File: config.mk
export PLATFORM = sky130hd
export DESIGN_NAME = coef_ctrl
export DESIGN_NICKNAME = d
export VERILOG_FILES = /design/src/logic/coef_ctrl.v /design/src/logic/frame_step_counter.v
export VERILOG_INCLUDE_DIRS = /design/src /design/src/logic
export SDC_FILE = /design/constraint.sdc
export NUM_CORES = 1
export LEC_CHECK = 0
export BUFFER_PORTS_ARGS = -buffer_cell sky130_fd_sc_hd__buf_2
export CAP_MARGIN = 10
export CORE_MARGIN = 1
export CORE_UTILIZATION = 45
export DETAILED_ROUTE_END_ITERATION = 7
export MAX_ROUTING_LAYER = met4
export SKIP_CTS_REPAIR_TIMING = 1
export SKIP_LAST_GASP = 1
export SYNTH_ARGS = -nofsm -noshare
export SYNTH_HDL_FRONTEND = slang
export SYNTH_SLANG_ARGS = --single-unit
File: constraint.sdc
create_clock -name clk_i -period 11.2 [get_ports clk_i]
set_clock_uncertainty 0.2 [all_clocks]
set_input_delay 1.68 -clock clk_i [delete_from_list [all_inputs] [get_ports clk_i]]
set_output_delay 1.68 -clock clk_i [all_outputs]
set_load 0.01 [all_outputs]
File: src/logic/coef_ctrl_regs.vh
// Register offsets, field positions, reset values and codes of the coefficient control block
`ifndef COEF_CTRL_REGS_VH
`define COEF_CTRL_REGS_VH
// Word indices as printed; byte address is four times the index
`define IDX_WINDOW          8'hD3
`define IDX_COEF            8'hD4
`define IDX_CTRL            8'hD0
`define IDX_STATUS          8'hD2
// Measurement window fields
`define WIN_LOW_LSB         0
`define WIN_LOW_MSB         9
`define WIN_K_LSB           10
`define WIN_K_MSB           19
`define WIN_M_LSB           20
`define WIN_M_MSB           29
`define RST_LOW_SIM         10'h003
`define RST_LOW_HW          10'h000
`define RST_K_SIM           10'h000
`define RST_K_HW            10'h00F
`define RST_M               10'h000
// Coefficient register fields
`define COEF_UPD_LSB        0
`define COEF_UPD_MSB        5
`define COEF_INIT_BIT       6
`define COEF_PRESET_BIT     7
`define COEF_STAT_LSB       8
`define COEF_STAT_MSB       13
// Control register field: coefficient override enable
`define CTRL_OVR_BIT        0
// Status register field: measurement step done sticky
`define STAT_DONE_BIT       0
// Update codes per tap
`define UPD_HOLD            2'h0
`define UPD_INC             2'h1
`define UPD_DEC             2'h2
`define UPD_RSVD            2'h3
// Status codes per tap
`define ST_NOT_UPD          2'h0
`define ST_UPDATED          2'h1
`define ST_MIN              2'h2
`define ST_MAX              2'h3
`define FRAMES_PER_K        20'h003E8
`define FRAMES_PER_M        20'hF4240
`endif

File: src/logic/coef_ctrl.v
// Link training coefficient update, status and measurement window registers
//
// Chosen here: the Wishbone register port.
`timescale 1ns/100ps
`include "coef_ctrl_regs.vh"
// What this block does
// - Low window field counts frames when thousands and millions zero
// - Low field resets 3 simulation, 0 hardware
// - Bits 19:10 count thousands of frames
// - Thousands field resets 0 simulation, F hardware
// - Bits 29:20 count millions of frames
// - Millions field resets to zero
// - Bits 5:0 mirror first transmitted control word
// - Update bits writable only while override set
// - Update codes: hold, increment, decrement, reserved
// - Bit 6 requests partner initialize state
// - Bit 7 requests partner preset, equalization off
// - Bits 13:8 report second transmitted word
module coef_ctrl
#(
   parameter SIM_BUILD = 0                 // 1 selects simulation reset values
)
(
   input  wire        clk_i,               // System clock, 100 MHz
   input  wire        rst_i,               // Synchronous reset, active high
   input  wire        wb_cyc_i,            // Wishbone cycle
   input  wire        wb_stb_i,            // Wishbone strobe
   input  wire        wb_we_i,             // Wishbone write enable
   input  wire [9:0]  wb_adr_i,            // Wishbone byte address
   input  wire [3:0]  wb_sel_i,            // Wishbone byte selects
   input  wire [31:0] wb_dat_i,            // Wishbone write data
   output reg  [31:0] wb_dat_o,            // Wishbone read data
   output wire        wb_ack_o,            // Wishbone acknowledge
   input  wire [5:0]  train_update_i,      // Update word from training logic
   input  wire        train_init_i,        // Initialize request from training logic
   input  wire        train_preset_i,      // Preset request from training logic
   input  wire [5:0]  tx_status_i,         // Second word of frame being sent
   input  wire        frame_sent_i,        // Pulse per transmitted frame
   input  wire        step_start_i,        // Pulse at start of equalization step
   output reg  [5:0]  local_coef_update_field, // First word update bits sent
   output reg         request_partner_init,    // Initialize bit sent
   output reg         request_partner_preset,  // Preset bit sent
   output wire [39:0] step_length_o,       // Frames per equalization step
   output wire        step_busy_o,         // Measurement step running
   output wire        step_done_o          // Pulse at end of measurement step
);
   // Window fields, override state, status capture and bus state
   reg  [9:0]  win_low;                    // Plain frame count field
   reg  [9:0]  win_k;                      // Thousands of frames field
   reg  [9:0]  win_m;                      // Millions of frames field
   reg         ovr_en;                     // Coefficient override enable
   reg  [5:0]  ovr_update;                 // Software update bits
   reg         ovr_init;                   // Software initialize bit
   reg         ovr_preset;                 // Software preset bit
   reg  [5:0]  local_coef_status_field;    // Last sent status word
   reg         done_seen;                  // Sticky step-done flag
   reg         ack;                        // Registered acknowledge
   wire        req;                        // Bus request pending
   wire        wr;                         // Write taking effect
   wire [7:0]  idx;                        // Word index
   wire [31:0] wmask;                      // Byte lane mask
   wire [31:0] win_word;                   // Window register image
   wire [31:0] coef_word;                  // Coefficient register image
   wire [31:0] next_win;                   // Window register after write
   wire [31:0] next_coef;                  // Coefficient register after write
   reg  [39:0] step_len;                   // Registered frames per step

   // Expand byte selects into a bit mask
   // Lane 0 covers bits 7:0 and lane 3 bits 31:24
   function [31:0] lane_mask;
      input [3:0] sel;
      begin
         lane_mask = {{8{sel[3]}}, {8{sel[2]}}, {8{sel[1]}}, {8{sel[0]}}};
      end
   endfunction

   // Merge write data into an old word under a mask
   // Bits outside the mask keep their old value
   function [31:0] merge;
      input [31:0] old;
      input [31:0] dat;
      input [31:0] mask;
      begin
         merge = (old & ~mask) | (dat & mask);
      end
   endfunction

   // Replace reserved update code by hold so it is never sent
   // Checked per tap: bits 5:4, 3:2 and 1:0
   function [5:0] clean_update;
      input [5:0] upd;
      integer     t;
      begin
         clean_update = upd;
         for (t = 0; t < 3; t = t + 1)
         begin
            if (upd[2*t +: 2] == `UPD_RSVD)
               clean_update[2*t +: 2] = `UPD_HOLD;
         end
      end
   endfunction

   // Frames per step from the three window fields; the plain count only
   // applies while both scaled fields are zero, so a stale low value
   // never adds to a scaled length
   function [39:0] step_frames;
      input [9:0] m;                       // Millions of frames
      input [9:0] k;                       // Thousands of frames
      input [9:0] low;                     // Plain frame count
      begin
         if ((m == 10'h000) && (k == 10'h000))
            step_frames = {30'h00000000, low};
         else
            step_frames = ({30'h00000000, m} * {20'h00000, `FRAMES_PER_M}) +
                          ({30'h00000000, k} * {20'h00000, `FRAMES_PER_K});
      end
   endfunction

   // Bus decode and register images
   assign req       = wb_cyc_i & wb_stb_i;
   assign wb_ack_o  = ack;
   assign wr        = req & wb_we_i & ~ack;
   assign idx       = wb_adr_i[9:2];
   assign wmask     = lane_mask(wb_sel_i);
   assign win_word  = {2'b00, win_m, win_k, win_low};
   assign coef_word = {18'h00000, local_coef_status_field,
                       request_partner_preset, request_partner_init,
                       local_coef_update_field};
   assign next_win  = merge(win_word, wb_dat_i, wmask);
   assign next_coef = merge(coef_word, wb_dat_i, wmask);

   // Step length is registered so the counter and the pin see a settled
   // value one cycle after a window write
   assign step_length_o = step_len;

   // Length register; out of reset it already matches the reset fields
   always @(posedge clk_i)
   begin
      if (rst_i)
         step_len <= step_frames(`RST_M,
                                 SIM_BUILD ? `RST_K_SIM : `RST_K_HW,
                                 SIM_BUILD ? `RST_LOW_SIM : `RST_LOW_HW);
      else
         step_len <= step_frames(win_m, win_k, win_low);
   end

   // Acknowledge one cycle after each request, dropped the cycle after
   // Ack high gates the write, so a request that the master still holds
   // at the ack edge is not taken a second time
   // A request still held after the ack cycle is taken again as a new one
   always @(posedge clk_i)
   begin
      if (rst_i)
         ack <= 1'b0;
      else
         ack <= req & ~ack;
   end

   // Measurement window register with build-dependent reset values
   // Simulation builds start with a short window so a step ends quickly;
   // hardware builds start with fifteen thousand frames per step
   // A new length applies one cycle after the write, also to a running step
   always @(posedge clk_i)
   begin
      if (rst_i)
      begin
         win_low <= SIM_BUILD ? `RST_LOW_SIM : `RST_LOW_HW;
         win_k   <= SIM_BUILD ? `RST_K_SIM : `RST_K_HW;
         win_m   <= `RST_M;
      end
      // Byte lanes merge into the old image; a partial write keeps the rest
      else if (wr && idx == `IDX_WINDOW)
      begin
         win_low <= next_win[`WIN_LOW_MSB:`WIN_LOW_LSB];
         win_k   <= next_win[`WIN_K_MSB:`WIN_K_LSB];
         win_m   <= next_win[`WIN_M_MSB:`WIN_M_LSB];
      end
   end

   // Override control and software coefficient bits
   // Override enable sits on its own control word so software turns it on
   // before writing coefficients; coefficient writes are dropped while off
   // The software bits keep their value when override is turned off
   always @(posedge clk_i)
   begin
      if (rst_i)
      begin
         ovr_en     <= 1'b0;
         ovr_update <= 6'h00;
         ovr_init   <= 1'b0;
         ovr_preset <= 1'b0;
      end
      else if (wr)
      begin
         if (idx == `IDX_CTRL)
         begin
            // Override enable on its own control word
            if (wb_sel_i[0])
               ovr_en <= wb_dat_i[`CTRL_OVR_BIT];
         end
         else if (idx == `IDX_COEF && ovr_en)
         begin
            // Writes land only while override is on
            ovr_update <= next_coef[`COEF_UPD_MSB:`COEF_UPD_LSB];
            ovr_init   <= next_coef[`COEF_INIT_BIT];
            ovr_preset <= next_coef[`COEF_PRESET_BIT];
         end
      end
   end

   // Bits sent in the first control word of each frame
   // One cycle of latency from either source; reserved update codes are
   // sent as hold so the partner never sees an undefined request
   // Switching the source takes effect on the cycle after the control write
   always @(posedge clk_i)
   begin
      if (rst_i)
      begin
         local_coef_update_field <= 6'h00;
         request_partner_init    <= 1'b0;
         request_partner_preset  <= 1'b0;
      end
      else if (ovr_en)
      begin
         // Software values are transmitted
         local_coef_update_field <= clean_update(ovr_update);
         request_partner_init    <= ovr_init;
         request_partner_preset  <= ovr_preset;
      end
      else
      begin
         // Mirror what training logic sends
         local_coef_update_field <= clean_update(train_update_i);
         request_partner_init    <= train_init_i;
         request_partner_preset  <= train_preset_i;
      end
   end

   // Capture the status word of each transmitted frame
   // Only a frame pulse loads the field, so it keeps the last frame's word
   // between frames and while frames stop
   // Software writes never reach this field
   always @(posedge clk_i)
   begin
      if (rst_i)
         local_coef_status_field <= 6'h00;
      else if (frame_sent_i)
         local_coef_status_field <= tx_status_i;
   end

   // Sticky step-done flag; a new event beats a clearing write
   // Software clears it by writing one to bit 0; an end of step in the
   // same cycle keeps it set, so no step end is ever lost
   // Writing zero leaves the flag as it is
   always @(posedge clk_i)
   begin
      if (rst_i)
         done_seen <= 1'b0;
      else if (step_done_o)
         done_seen <= 1'b1;
      else if (wr && idx == `IDX_STATUS && wb_sel_i[0] && wb_dat_i[`STAT_DONE_BIT])
         done_seen <= 1'b0;
   end

   // Read data multiplexer; unmapped words read as zero
   // Data loads on the edge that takes the request and then stands with
   // ack and until the next request
   // A read of the coefficient word shows the bits as they are sent
   always @(posedge clk_i)
   begin
      if (rst_i)
         wb_dat_o <= 32'h00000000;
      // Load only on the taking edge, never on the ack edge
      else if (req && !ack)
      begin
         if (idx == `IDX_WINDOW)
            wb_dat_o <= win_word;
         else if (idx == `IDX_COEF)
            wb_dat_o <= coef_word;
         else if (idx == `IDX_CTRL)
            wb_dat_o <= {31'h00000000, ovr_en};
         else if (idx == `IDX_STATUS)
            wb_dat_o <= {30'h00000000, step_busy_o, done_seen};
         else
            wb_dat_o <= 32'h00000000;
      end
   end

   // Frame counter for the measurement step
   // It restarts on every step start pulse and ends the step after the
   // registered length in frames
   // A zero length ends the step at the first frame
   frame_step_counter u_counter
   (
      .clk_i    (clk_i),
      .rst_i    (rst_i),
      .start_i  (step_start_i),
      .frame_i  (frame_sent_i),
      .length_i (step_length_o),
      .busy_o   (step_busy_o),
      .done_o   (step_done_o)
   );
endmodule

File: src/logic/frame_step_counter.v
// Counter of training frames examined during one equalization step
`timescale 1ns/100ps
module frame_step_counter
(
   input  wire        clk_i,      // System clock
   input  wire        rst_i,      // Synchronous reset, active high
   input  wire        start_i,    // Begin a new step
   input  wire        frame_i,    // One training frame sent
   input  wire [39:0] length_i,   // Frames per step
   output reg         busy_o,     // Step in progress
   output reg         done_o      // Pulse when step length reached
);
   reg [39:0] count;              // Frames seen in this step

   // Count frames until the step length is reached
   always @(posedge clk_i)
   begin
      if (rst_i)
      begin
         count  <= 40'h0000000000;
         busy_o <= 1'b0;
         done_o <= 1'b0;
      end
      else
      begin
         done_o <= 1'b0;
         if (start_i)
         begin
            // Restart the step
            count  <= 40'h0000000000;
            busy_o <= 1'b1;
         end
         else if (busy_o && frame_i)
         begin
            // Last frame ends the step; a zero length ends at first frame
            if (count + 40'h0000000001 >= length_i)
            begin
               busy_o <= 1'b0;
               done_o <= 1'b1;
            end
            count <= count + 40'h0000000001;
         end
      end
   end
endmodule

==> metrics.csv <==
stage,metric,value,unit
grt,first-pass GRT wire length,46400,um
routing,Vias/cell,5.17,
power,Power Dens Cells,87.9,nW/um^2
power,LEAKAGE,6.60,nW
critical_path,Worst Path Arrival,6.82,ns
logic_synthesis,leading area contributor after synthesis,dfxtp_1,
power,Reg power frac,47.1,%
power,Net Sw Power,323,uW
layout,Reg area,3160,sq um
logic_synthesis,post-synthesis sequential area ratio,25.7,%
logic_synthesis,Synth async-reset ratio,0,%
logic_synthesis,Yosys reg bits,158,
grt,GR Util All Layers,21.2,%
timing,Final Max Tran Viols,0,
critical_path,R2R depth,24,
critical_path,CP Cell Sequence,inv_1 > ha_1 > ha_1 > inv_1 > fa_1 > fa_1 > inv_1 > ha_1 > nor2b_1 > o21ai_0 > a21boi_0 > o21ai_0 > a21boi_0 > o21ai_0 > a21oi_1 > o41ai_1 > xnor2_1 > ha_1 > nand3_1 > o31ai_1 > o31a_1 > nand3_2 > or4_1 > nor2_1,
logic_synthesis,Commonest cells post-synth,"175 x inv_1, 167 x ha_1, 158 x dfxtp_1",
critical_path,worst-path maximum fanout,6,
placement,final RePlAce weighted congestion,0.877,
layout,Layout Nets,1852,
layout,Layout area overhead,12.3,%
logic_synthesis,most numerous cell in the Yosys netlist,inv_1,
logic_synthesis,most area-consuming cells after synthesis,"dfxtp_1 26%, ha_1 17%, fa_1 9.1%",
layout,post-route insts no fill,1917,
critical_path,most frequent cell on the critical path,ha_1,
power,Pint,891,uW
power,"Power, Total",1.21,mW
timing,RSZ-0062 raised after global routing,false,
timing,setup_tns,0,ns
power,sw frac,26.6,%
logic_synthesis,Avg Inst Size Synth,8.44,sq um
layout,layout cells sized above 1,13.2,%
clock_tree,H-tree levels,4,
clock_tree,clk sink count,158,
logic_synthesis,number of enable flip-flop cells after synthesis,0,
routing,drt pass-1 iters,5,
clock_tree,clock-pin slew on the worst setup and hold paths,0.08,ns
critical_path,critical path class,register to register,
placement,post-detail-place hpwl,21800,um
routing,WL/cell,14.6,um
logic_synthesis,yosys warns,0,
clock_tree,CTS tree,built,
placement,IO Port Bufs,134,
grt,initial antenna violation count,1,
grt,grt total ovfl,0,
placement,cell count after placement,1884,
clock_tree,Root Buffer,clkbuf_16,
job,MaxCap Viol Count,0,
logic_synthesis,Netlist cell types,70,
critical_path,CP endpoint kind,register,
floorplanning,Core ar.,26900,sq um
floorplanning,Die Width,167,um
timing,max_slew headroom,34.1,%
routing,DR vias,9913,
grt,number of global-route vias before repair,9351,
critical_path,CP Launch Type,register,
timing,crit path time final,6.64,ns
status,outcome,finished clean,
logic_synthesis,Synth top area share,25.7,%
timing,fmax,150,MHz
routing,drt drc,0,
timing,Worst-Margin Slew,0.989,ns
logic_synthesis,"Cell Area, Synth",12300,sq um
power,Clock power frac,48.0,%
floorplanning,IO Count,150,
clock_tree,CTS max path bufs,2,
layout,area of the multi-input gates,8230,sq um
floorplanning,row cnt,60,
critical_path,CP required,11.37,ns
timing,Hold Fails Final Rpt,0,
power,peak supply drop,0.0956,mV
timing,final period utilization,59.3,%
power,Comb pwr share,4.9,%
floorplanning,Initial Util,45.7,%
grt,largest net degree at the start of global routing,92,
layout,layout filler cell count,2627,
min_path,hold crit path type,register to register,
min_path,Hold Path Depth,2,
floorplanning,full die area,28000,sq um
routing,final antenna-violating net count,0,
logic_synthesis,cell count after synthesis,1455,
floorplanning,die height,167,um
logic_synthesis,Synth Flop Type,dfxtp_1,
clock_tree,worst skew pair latency,0.44,ns
timing,final setup vio count,0,
clock_tree,TritonCTS Buffers,17,
routing,final wirelength,27900,um
critical_path,CP max stage cell,or4_1,
routing,initial drt markers,427,
critical_path,CP max stage delay,0.52,ns
-- cells by family (layout without fill, tap and decap cells) --
group                    after synthesis  count (layout)  share of synthesized area, %
XOR/XNOR                             106             106                          7.56
other                                  1              12                        0.0305
adder cells (fa/ha/maj)              223             223                          26.1
AO/OA/AOI/OAI                        243             243                          12.8
AND/OR/NAND/NOR                      462             462                          18.1
multiplexers                          24              24                          1.98
buffers and inverters                238             348                          7.66
flip-flops                           158             158                          25.7
-- cells in the final DEF, fill, tap and decap left out, drive strengths merged, types with 6 or more instances in the layout --
| cell | count |
|---|---|
| nand4 | 16 |
| or2 | 11 |
| nor2b | 6 |
| a221oi | 14 |
| or3 | 11 |
| o211ai | 7 |
| nor4 | 6 |
| dfxtp | 158 |
| xor2 | 52 |
| a21oi | 95 |
| nor3 | 43 |
| ha | 167 |
| o21a | 15 |
| nand3 | 69 |
| nand2 | 117 |
| conb | 11 |
| clkinv | 7 |
| inv | 183 |
| nor2 | 132 |
| and2 | 13 |
| o21ai | 36 |
| mux2i | 22 |
| and3 | 10 |
| clkbuf | 17 |
| xnor2 | 54 |
| a211oi | 16 |
| buf | 140 |
| a21o | 23 |
| nand2b | 6 |
| fa | 56 |
-- final cells by class --
class / count / area share (%)
multi-input cells: 1069 / 59.7
diodes: 1 / 0.0181
well taps: 341 / 3.09
clock buffers: 17 / 3.08
clock inverters: 15 / 1.22
repair buffers: 140 / 5.19
flip-flops and latches: 158 / 22.9
inverters: 176 / 4.79
-- routing by layer --
layer  vias up  track usage (%)  wire, um
li1       5102                -         -
met1      4595             28.9     14200
met2       192             33.3     12600
met3        24             2.95       860
met4         0             4.91       295
met5         -                -         0
-- power groups by stage --
| stage | clock network [mW] | registers (mW) | logic, mW |
|---|---|---|---|
| detailed placement | 0 | 0.585 | 0.0593 |
| finish | 0.582 | 0.572 | 0.0590 |
| global route | 0.621 | 0.572 | 0.0655 |
| floorplan | 0 | 0.586 | 0.0349 |
| CTS | 0.595 | 0.572 | 0.0595 |
| global placement | 0 | 0.585 | 0.0588 |
-- worst paths after layout --
path	from	endpoint	slack, ns
worst min register to register	wb_dat_o[22]$_SDFFE_PP0P_	wb_dat_o[22]$_SDFFE_PP0P_	0.25
worst max-delay path	register	step_length_o[30]$_SDFF_PP0_	4.56
worst max register to register	register	step_length_o[30]$_SDFF_PP0_	4.56
worst min-delay path	wb_dat_o[22]$_SDFFE_PP0P_	wb_dat_o[22]$_SDFFE_PP0P_	0.25
-- worst max-delay path: cells and delay by family (launching register included) --
kind            cells  cell delay [ns]
fa+ha+maj           6             2.34
compound gates      9             2.12
simple gates        5             0.99
flops               1             0.47
buf+inv             3             0.28
xor+xnor            1             0.19
-- through the flow --
| step | setup WS, ns | cell area, sq um | hold WS [ns] | util, % |
|---|---|---|---|---|
| floorplan | 5.34 | 12300 | 0.241 | - |
| global placement | 4.67 | 13200 | 0.237 | 49.1 |
| detailed placement | 4.58 | 13200 | 0.243 | 49.1 |
| CTS | 4.51 | 13800 | 0.256 | 51.3 |
| global route | 3.95 | 13800 | 0.277 | 51.3 |
| finish | 4.56 | 13800 | 0.254 | 51.3 |
No activity file was read; power rests on OpenSTA's default activity.
